===== config.mk =====
export PLATFORM = sky130hd
export DESIGN_NAME = rcvk_top
export DESIGN_NICKNAME = d
export VERILOG_FILES = /design/src/rtl/rcvk_pkg.sv /design/src/rtl/rcvk_top.sv
export SDC_FILE = /design/constraint.sdc
export NUM_CORES = 1
export LEC_CHECK = 0
export ABC_AREA = 1
export BUFFER_PORTS_ARGS = -buffer_cell sky130_fd_sc_hd__buf_2
export CORE_ASPECT_RATIO = 1.25
export CORE_MARGIN = 8
export CORE_UTILIZATION = 48
export CTS_CLUSTER_DIAMETER = 50
export DETAILED_ROUTE_END_ITERATION = 10
export GPL_ROUTABILITY_DRIVEN = 0
export GPL_TIMING_DRIVEN = 0
export HOLD_SLACK_MARGIN = 0.12
export PLACE_DENSITY = 0.76
export SLEW_MARGIN = 20
export SYNTH_ARGS = -nofsm -noshare
export SYNTH_HDL_FRONTEND = slang
export SYNTH_SLANG_ARGS = --single-unit

===== constraint.sdc =====
create_clock -name mclk_in -period 1.75 [get_ports mclk_in]
set_clock_uncertainty 0.15 [all_clocks]
set_input_delay 0.175 -clock mclk_in [delete_from_list [all_inputs] [get_ports mclk_in]]
set_output_delay 0.175 -clock mclk_in [all_outputs]
set_load 0.005 [all_outputs]

===== src/rtl/rcvk_pkg.sv =====
// Package: register map, field layout and reset values of the RC trim and vcore block
package rcvk_pkg;
   // ****************************************
   // Register byte offsets
   // ****************************************
   localparam logic [11:0] OFS_CTL   = 12'h034;
   localparam logic [11:0] OFS_KEY   = 12'h100;
   localparam logic [11:0] OFS_DSV   = 12'h134;
   localparam logic [11:0] OFS_IRQST = 12'h140;
   localparam logic [11:0] OFS_IRQMK = 12'h144;
   // ****************************************
   // Field positions and reset values
   // ****************************************
   localparam int          CTL_EN_BIT  = 0;
   localparam int          CTL_STB_BIT = 1;
   localparam int          CTL_ADJ_LSB = 3;
   localparam int          CTL_CAL_LSB = 8;
   localparam logic [4:0]  ADJ_RST     = 5'h10;
   localparam logic [1:0]  DSV_RST     = 2'h0;
   localparam logic [31:0] UNLOCK_KEY  = 32'h1A2B_3C4D;
   localparam logic [7:0]  TRIM_MAX    = 8'hFF;
   // ****************************************
   // Interrupt event bits
   // ****************************************
   localparam int          EV_STB_RISE = 0;
   localparam int          EV_STB_FALL = 1;
   localparam int          EV_DSV_REJ  = 2;
   localparam int          EV_NUM      = 3;
endpackage


===== src/rtl/rcvk_top.sv =====
// Module: 28 MHz RC oscillator trim control and key-guarded deep-sleep vcore select
//
// Local design decision: the Wishbone interface to the registers.
`timescale 1ns/1ps
// ****************************************
// Overview of operation
// RULE1 - Control register resets to 0x0000_XX80; calibration byte not set by reset.
// RULE2 - Factory calibration loads itself after power-on and is read-only to software.
// RULE3 - Trim driven to oscillator is calibration byte plus 5-bit adjust field.
// RULE4 - Software picks adjust so oscillator runs within one percent of 28 MHz.
// RULE5 - Stable flag bit 1 is read-only, set only while oscillator is stable.
// RULE6 - Bit 0 is software enable: 0 turns oscillator off, 1 on.
// RULE7 - Software writes reserved bits with their reset values.
// RULE8 - Unlock key register is write-only and always reads zero.
// RULE9 - Deep-sleep voltage writes accepted only after key 0x1A2B3C4D was written.
// RULE10 - Voltage select 00=1.0V, 01=0.9V, 10=0.8V, 11=1.2V in deep-sleep.
// RULE11 - Key and voltage registers accept 8, 16 and 32-bit accesses.
// RULE12 - Voltage writes without correct key, or wrong key values, leave it locked.
// ****************************************
module rcvk_top
(
   // Clock and reset
   input  wire logic        mclk_in,
   input  wire logic        nrst_in,
   // Wishbone slave
   input  wire logic        wb_cyc_in,
   input  wire logic        wb_stb_in,
   input  wire logic        wb_we_in,
   input  wire logic [11:0] wb_adr_in,
   input  wire logic [3:0]  wb_sel_in,
   input  wire logic [31:0] wb_dat_in,
   output logic      [31:0] wb_dat_out,
   output logic             wb_ack_out,
   // Oscillator and power unit
   input  wire logic [7:0]  factory_cal_in,
   input  wire logic        osc_ready_in,
   output logic             osc_en_out,
   output logic      [7:0]  osc_trim_out,
   output logic      [1:0]  deep_sleep_vcore_sel_out,
   // Interrupt
   output logic             irq_out
);
   // ****************************************
   // Bus decode
   // ****************************************
   logic        ack_r;
   logic        ack_nxt;
   logic [31:0] rdat_r;
   logic [31:0] rdat_nxt;
   logic        req;
   logic        wr;
   logic        hit_ctl;
   logic        hit_key;
   logic        hit_dsv;
   logic        hit_st;
   logic        hit_mk;
   logic [31:0] bmask;

   assign req     = wb_cyc_in & wb_stb_in;
   // Writes land at the edge where the master sees ack, as classic cycles expect
   assign wr      = req & wb_we_in & ack_r;
   assign hit_ctl = wb_adr_in[11:2] == rcvk_pkg::OFS_CTL[11:2];
   assign hit_key = wb_adr_in[11:2] == rcvk_pkg::OFS_KEY[11:2];
   assign hit_dsv = wb_adr_in[11:2] == rcvk_pkg::OFS_DSV[11:2];
   assign hit_st  = wb_adr_in[11:2] == rcvk_pkg::OFS_IRQST[11:2];
   assign hit_mk  = wb_adr_in[11:2] == rcvk_pkg::OFS_IRQMK[11:2];
   assign bmask   = {{8{wb_sel_in[3]}}, {8{wb_sel_in[2]}}, {8{wb_sel_in[1]}}, {8{wb_sel_in[0]}}};

   // ****************************************
   // Oscillator control state
   // ****************************************
   logic       sync1_r;
   logic       sync2_r;
   logic       stb_r;
   logic       en_r;
   logic       en_nxt;
   logic [4:0] adj_r;
   logic [4:0] adj_nxt;
   logic [7:0] cal_r;
   logic [7:0] cal_nxt;
   logic       cal_done_r;
   logic [8:0] sum;
   logic [7:0] trim_r;
   logic [7:0] trim_nxt;

   always_comb
   begin
      en_nxt   = en_r;
      adj_nxt  = adj_r;
      cal_nxt  = cal_r;
      if (!cal_done_r)
      begin
         cal_nxt = factory_cal_in; // RULE2
      end
      if (wr && hit_ctl && wb_sel_in[0])
      begin
         en_nxt  = wb_dat_in[rcvk_pkg::CTL_EN_BIT]; // RULE6
         adj_nxt = wb_dat_in[rcvk_pkg::CTL_ADJ_LSB +: 5]; // RULE3
      end
      // Saturate so an aggressive adjust never wraps to the slowest setting
      sum      = {1'b0, cal_r} + {4'h0, adj_r}; // RULE3
      trim_nxt = sum[8] ? rcvk_pkg::TRIM_MAX : sum[7:0];
   end

   always_ff @(posedge mclk_in or negedge nrst_in)
   begin
      if (!nrst_in)
      begin
         sync1_r    <= 1'b0;
         sync2_r    <= 1'b0;
         stb_r      <= 1'b0;
         en_r       <= 1'b0; // RULE1
         adj_r      <= rcvk_pkg::ADJ_RST; // RULE1
         cal_r      <= 8'h00;
         cal_done_r <= 1'b0;
         trim_r     <= 8'h00;
      end
      else
      begin
         sync1_r    <= osc_ready_in;
         sync2_r    <= sync1_r;
         stb_r      <= sync2_r; // RULE5
         en_r       <= en_nxt;
         adj_r      <= adj_nxt;
         cal_r      <= cal_nxt;
         cal_done_r <= 1'b1;
         trim_r     <= trim_nxt;
      end
   end

   assign osc_en_out   = en_r;
   assign osc_trim_out = trim_r;

   // ****************************************
   // Unlock key and deep-sleep voltage
   // ****************************************
   logic [31:0] key_r;
   logic [31:0] key_nxt;
   logic        unlock_r;
   logic        unlock_nxt;
   logic [1:0]  dsv_r;
   logic [1:0]  dsv_nxt;
   logic        dsv_rej;

   always_comb
   begin
      key_nxt    = key_r;
      unlock_nxt = unlock_r;
      dsv_nxt    = dsv_r;
      dsv_rej    = 1'b0;
      if (wr && hit_key)
      begin
         // Byte lanes merge so narrow writes can build the key
         key_nxt    = (key_r & ~bmask) | (wb_dat_in & bmask); // RULE11
         unlock_nxt = key_nxt == rcvk_pkg::UNLOCK_KEY; // RULE12
      end
      if (wr && hit_dsv)
      begin
         // One unlock buys one write; a second write needs the key again
         unlock_nxt = 1'b0;
         key_nxt    = 32'h0000_0000;
         if (unlock_r && wb_sel_in[0])
         begin
            dsv_nxt = wb_dat_in[1:0]; // RULE9
         end
         else if (!unlock_r)
         begin
            dsv_rej = 1'b1; // RULE12
         end
      end
   end

   always_ff @(posedge mclk_in or negedge nrst_in)
   begin
      if (!nrst_in)
      begin
         key_r    <= 32'h0000_0000;
         unlock_r <= 1'b0;
         dsv_r    <= rcvk_pkg::DSV_RST;
      end
      else
      begin
         key_r    <= key_nxt;
         unlock_r <= unlock_nxt;
         dsv_r    <= dsv_nxt;
      end
   end

   assign deep_sleep_vcore_sel_out = dsv_r; // RULE10

   // ****************************************
   // Interrupt status and mask
   // ****************************************
   localparam int NE = rcvk_pkg::EV_NUM;
   logic [NE-1:0] ev;
   logic [NE-1:0] st_r;
   logic [NE-1:0] st_nxt;
   logic [NE-1:0] mk_r;
   logic [NE-1:0] mk_nxt;

   always_comb
   begin
      ev                          = '0;
      ev[rcvk_pkg::EV_STB_RISE]   = sync2_r & ~stb_r;
      ev[rcvk_pkg::EV_STB_FALL]   = ~sync2_r & stb_r;
      ev[rcvk_pkg::EV_DSV_REJ]    = dsv_rej;
      st_nxt = st_r;
      mk_nxt = mk_r;
      if (wr && hit_st && wb_sel_in[0])
      begin
         st_nxt = st_r & ~wb_dat_in[NE-1:0];
      end
      if (wr && hit_mk && wb_sel_in[0])
      begin
         mk_nxt = wb_dat_in[NE-1:0];
      end
      // A new event outranks a clear in the same cycle
      st_nxt = st_nxt | ev;
   end

   always_ff @(posedge mclk_in or negedge nrst_in)
   begin
      if (!nrst_in)
      begin
         st_r <= '0;
         mk_r <= '0;
      end
      else
      begin
         st_r <= st_nxt;
         mk_r <= mk_nxt;
      end
   end

   assign irq_out = |(st_r & mk_r);

   // ****************************************
   // Read data and acknowledge
   // ****************************************
   always_comb
   begin
      ack_nxt  = req & ~ack_r;
      rdat_nxt = 32'h0000_0000;
      if (hit_ctl)
      begin
         rdat_nxt[rcvk_pkg::CTL_CAL_LSB +: 8] = cal_r; // RULE2
         rdat_nxt[rcvk_pkg::CTL_ADJ_LSB +: 5] = adj_r;
         rdat_nxt[rcvk_pkg::CTL_STB_BIT]      = stb_r; // RULE5
         rdat_nxt[rcvk_pkg::CTL_EN_BIT]       = en_r;
      end
      else if (hit_dsv)
      begin
         rdat_nxt[1:0] = dsv_r;
      end
      else if (hit_st)
      begin
         rdat_nxt[NE-1:0] = st_r;
      end
      else if (hit_mk)
      begin
         rdat_nxt[NE-1:0] = mk_r;
      end
      // Key and unmapped addresses answer zero
      rdat_nxt = rdat_nxt & bmask; // RULE8
   end

   always_ff @(posedge mclk_in or negedge nrst_in)
   begin
      if (!nrst_in)
      begin
         ack_r  <= 1'b0;
         rdat_r <= 32'h0000_0000;
      end
      else
      begin
         ack_r  <= ack_nxt;
         rdat_r <= rdat_nxt;
      end
   end

   assign wb_ack_out = ack_r;
   assign wb_dat_out = rdat_r;
endmodule // rcvk_top


# --- Yosys cells after proc, flatten, opt, wreduce, memory -nomap -nowiden ---
# Cells that the tools add are included.
# Widths: inputs -> output; s select.
op_classes:
  n_addsub: 1
  n_eq_ne: 6
  muxes: 16
  n_bitwise: 18
  reduce_logical: 12
op_table:
  columns: ["op", "count"]
  rows:
  - ["$and 32x32->32", 2]
  - ["$mux 32", 2]
  - ["$eq 10x7->1 const B", 4]
  - ["$and 16x32->32", 1]
  - ["$eq 32x29->1 const B", 1]
  - ["$not 32->32", 1]
  - ["$or 32x32->32", 1]
  - ["$mux 13", 1]
  - ["$eq 10x4->1 const B", 1]
  - ["$add 8x5->9", 1]
  - ["$logic_and 1x1->1", 9]
  - ["$mux 3", 3]
  - ["$mux 8", 1]
  - ["$mux 1", 7]
  - ["$and 1x1->1", 6]
  - ["$and 3x3->3", 2]
  - ["$mux 2", 2]
  - ["$not 1->1", 3]
  - ["$not 3->3", 1]
  - ["$or 3x3->3", 1]
  - ["$reduce_or 3->1", 1]
  - ["$reduce_and 2->1", 1]
  - ["$reduce_bool 2->1", 1]
word_totals:
  regBits: 100
  in_bits: 62
  output_inout_bits: 45
  word_cells: 68

# --- Longest topological paths before layout ---
logic_depth:
  word_depth: 7
  depth_mapped: 10
  mapped_depth_nobuf: 9

# --- Worst setup path after synthesis ---
# No wires, ideal clock.
synth_timing:
  kind: "register to register"
  from: "reg adj_r[0]"
  to: "reg trim_r[2], in the netlist osc_trim_out[2]"
  setup_ns: 0.133
  arrival_time_ns: 1.519
  required_ns: 1.467
  slack_ns: -0.052
  path_stages_with_launch: 9
  n_path_buf: 0
  period_less_slack_ns: 1.802
  cell_sequence: "dfrtp_1 > ha_1 > fa_1 > nand3_1 > nand2_1 > nand2_1 > a21oi_1 > nand2_1 > o21ai_0"
synth_via:
  elab_chain_cells: 2
synth_lines:
  columns: ["item", "line", "source"]
  rows:
  - ["from (decl)", "rcvk_top.sv:77", "logic [4:0] adj_r;"]
  - ["from (signal assigned)", "rcvk_top.sv:113", "adj_r <= rcvk_pkg::ADJ_RST;"]
  - ["from (signal assigned)", "rcvk_top.sv:124", "adj_r <= adj_nxt;"]
  - ["$add 8x5->9", "rcvk_top.sv:101", "sum = {1'b0, cal_r} + {4'h0, adj_r};"]
  - ["$mux 8", "rcvk_top.sv:102", "trim_nxt = sum[8] ? rcvk_pkg::TRIM_MAX : sum[7:0];"]
  - ["net trim_nxt[2]", "rcvk_top.sv:84", "logic [7:0] trim_nxt;"]
  - ["to (signal assigned)", "rcvk_top.sv:127", "trim_r <= trim_nxt;"]
  - ["to (decl)", "rcvk_top.sv:83", "logic [7:0] trim_r;"]
# The timed path passes the listed nets, and every way through them passes these cells.
# A chain may end at the register's enable or synchronous reset.

# --- Worst setup path in the final report ---
layout_timing:
  from: "reg adj_r[2]"
  to: "reg trim_r[5], in the netlist osc_trim_out[5]"
# The elaborated chain is that of the path after synthesis.

==> results.json <==
{
  "die_h_um": 121,
  "finalCritPeriodShare_pct": 99.9,
  "drtAntennaViolNets": 0,
  "startpoint_type": "flop",
  "status": "finished, final reports clean",
  "yosysSeqAreaShare_pct": 49.5,
  "cp.required_ps": 1850,
  "rsz0062_at_grt": "true",
  "final_max_slew_viol_count": 0,
  "avgSynthCellArea_um2": 7.86,
  "antenna_found_initial": 0,
  "fin_cells": 851,
  "synth_warnings": 0,
  "critPathMaxFanout": 6,
  "cts_root_buffer": "clkbuf_8",
  "reg2reg_depth": 6,
  "synth_async_sr_flop_share_pct": 100,
  "wirelength_mm": 11.6,
  "rows": 38,
  "avgViaCountPerCell": 4.73,
  "drt_first_iter_violations": 208,
  "synth_cells": 541,
  "netlist_area_um2": 4250,
  "drive_gt1_share_pct": 25.0,
  "max-cap-violations": 0,
  "path_class": "flop to flop",
  "grt_pass1_vias": 4068,
  "p_leak_nw": 3.29,
  "path_cells": "ha_4 > a21oi_1 > o211ai_1 > buf_4 > xor2_1 > nand2_1",
  "wl_per_cell_um": 13.6,
  "critPathTopFamily": "flip-flops",
  "hold_viol": 0,
  "dr.pass1.iters": 4,
  "max_freq_mhz": 572,
  "cts_buffers": 9,
  "post-route-drc-count": 0,
  "cpPeakStageDelay_ps": 430,
  "cts_tree": "built",
  "crit_path_top_delay_cell": "dfrtp_1",
  "setup_viol": 0,
  "r2r_setup_slack_ps": 1,
  "p_comb_share_pct": 14.7,
  "numPortBuffers": 83,
  "holdCritPathClass": "input pin to flop",
  "placed_cells": 760,
  "antenna_cells": 0,
  "coreArea_um2": 8650,
  "synth-seq-cells": 84,
  "ys.flop_type": "dfrtp_1",
  "p_int_mw": 3.31,
  "min_period_ps": 1750,
  "initial_core_util_pct": 49.1,
  "die_area_um2": 12100,
  "htree_levels": 3,
  "whs_path_depth": 3,
  "vias": 4025,
  "arrival_ps": 1850,
  "synth_edf_count": 0,
  "clkLatencyLatePin_ps": 350,
  "p_per_area_nw_per_um2": 728,
  "seqPwrFrac_pct": 46.2,
  "peakVddDrop_uv": 477,
  "switching_share_pct": 24.5,
  "syn2layout_area_growth_pct": 41.6,
  "clkPwrFrac_pct": 39.2,
  "cp-end-kind": "flop",
  "die_w_um": 100,
  "power_switching_mw": 1.07,
  "path_buf_inv": 1,
  "synth_cell_types": 33,
  "grt_util_all_layers_pct": 18.7,
  "place.detailed.hpwl_mm": 7.45,
  "grt_overflow_total": 0,
  "cts_num_sinks": 84,
  "fin_util_pct": 69.6,
  "grt_pass1_wl_mm": 18.5,
  "grt_max_degree": 55,
  "io_pins": 107,
  "clk_path_buf_depth": 2,
  "cp.depth": 6,
  "nNetsFinal": 794,
  "clk_pin_slew_ps": 90
}
flip-flops by register name (all words and copies together) (netlist names):
signal / flops
key_r: 32
wb_dat_out: 16
cal_r: 8
osc_trim_out: 8
adj_r: 5
mk_r: 3
st_r: 3
deep_sleep_vcore_sel_out: 2
cal_done_r: 1
osc_en_out: 1
stb_r: 1
sync1_r: 1
sync2_r: 1
unlock_r: 1
wb_ack_out: 1
timing repair:
action,4_1_cts,5_1_grt
hold buffers,67,0
setup endpoints to repair,7,45
gates cloned,0,1
hold endpoints to repair,147,0
resized for setup,4,30
buffers inserted,4,4
pin swaps,4,10
cell usage after synthesis, types with 4 or more instances:
| library cell | n | area share, % |
|---|---|---|
| nor2_2 | 5 | 0.74 |
| nand3_1 | 13 | 1.5 |
| nor2_1 | 46 | 4.1 |
| buf_2 | 5 | 0.59 |
| nand2_1 | 214 | 19 |
| a21oi_1 | 14 | 1.6 |
| o21ai_1 | 4 | 0.47 |
| dfrtp_1 | 83 | 49 |
| ha_1 | 5 | 1.5 |
| buf_4 | 19 | 3.4 |
| nand4_1 | 6 | 0.88 |
| o21ai_0 | 21 | 2.5 |
| o22ai_2 | 10 | 2.9 |
| inv_1 | 64 | 5.7 |
area by class of cell:
cell class	instances	area, um^2
multi-input cells	375	1870
fillers	682	2630
repair buffers	159	1170
clock buffers	11	141
clock inverters	5	108
well taps	120	150
inverters	67	254
flip-flops and latches	84	2100
plain buffers	30	220
power groups by stage:
stage	clock network, mW	logic [mW]	registers, mW
2_1_floorplan	0	0.248	2.06
3_3_place_gp	0	0.432	2.06
3_5_place_dp	0	0.451	2.06
4_1_cts	1.75	0.581	2.02
5_1_grt	1.81	0.713	2.03
6_report	1.72	0.644	2.02
stage by stage:
stage	TNS, ps	hold slack [ps]	total power [mW]	instance area, um^2	worst slack [ps]
6_report	0	111	4.38	6020	1.01
5_1_grt	-637	117	4.55	6020	-85.0
4_1_cts	0	127	4.35	5870	4.23
3_5_place_dp	-764	-2.57	2.51	4910	-147
3_3_place_gp	-24560	134	2.49	4880	-297
2_1_floorplan	0	-271	2.31	4310	29.4
path summary, 6_finish.rpt:
| check | start | endpoint |
|---|---|---|
| max | adj_r[2]$_DFFE_PN0P_ | osc_trim_out[5]$_DFF_PN0_ |
| min | wb_sel_in[1] | wb_dat_out[14]$_DFF_PN0_ |
| max reg2reg | adj_r[2]$_DFFE_PN0P_ | osc_trim_out[5]$_DFF_PN0_ |
| min reg2reg | sync1_r$_DFF_PN0_ | sync2_r$_DFF_PN0_ |
| max in group asynchronous | nrst_in | adj_r[4]$_DFFE_PN1P_ |
| min in group asynchronous | nrst_in | wb_dat_out[1]$_DFF_PN0_ |
worst min-delay path: stages:
cell,delay (ps)
buf_2,170
nand2_2,180
nor2_1,60
cell families (layout without fill, tap and decap cells):
family	Yosys count	in the layout	share of synthesized area (%)
other cells	2	17	0.177
simple gates	296	296	28.6
flops	84	84	49.5
fa+ha+maj	6	6	1.94
buf+inv	97	272	11.0
compound gates	53	53	8.15
xor+xnor	3	3	0.618
cell usage in the layout (no fill, tap or decap), types with 2 or more instances in the layout:
master,instances
a21oi_1,12
buf_2,86
buf_4,29
buf_6,2
bufinv_16,3
clkbuf_1,3
clkbuf_8,10
conb_1,17
dfrtp_1,83
dlygate4sd3_1,66
ha_4,4
inv_1,64
inv_2,2
nand2_1,208
nand2_2,7
nand2_4,2
nand3_1,10
nand3_2,4
nand4_1,6
nor2_1,44
nor2_2,6
nor2_4,3
nor3_4,2
o21ai_0,19
o21ai_1,6
o22ai_1,3
o22ai_2,10
xnor2_1,2
per-layer routing:
| metal | global-route usage [%] | vias to the layer above | share of wire, % |
|---|---|---|---|
| met5 | 0 | - | 0 |
| li1 | - | 2002 | - |
| met2 | 33.7 | 124 | 52 |
| met4 | 7.01 | 0 | 2.2 |
| met1 | 20.4 | 1874 | 41 |
| met3 | 4.94 | 25 | 5.4 |
Power figures use the tool's default switching activity.
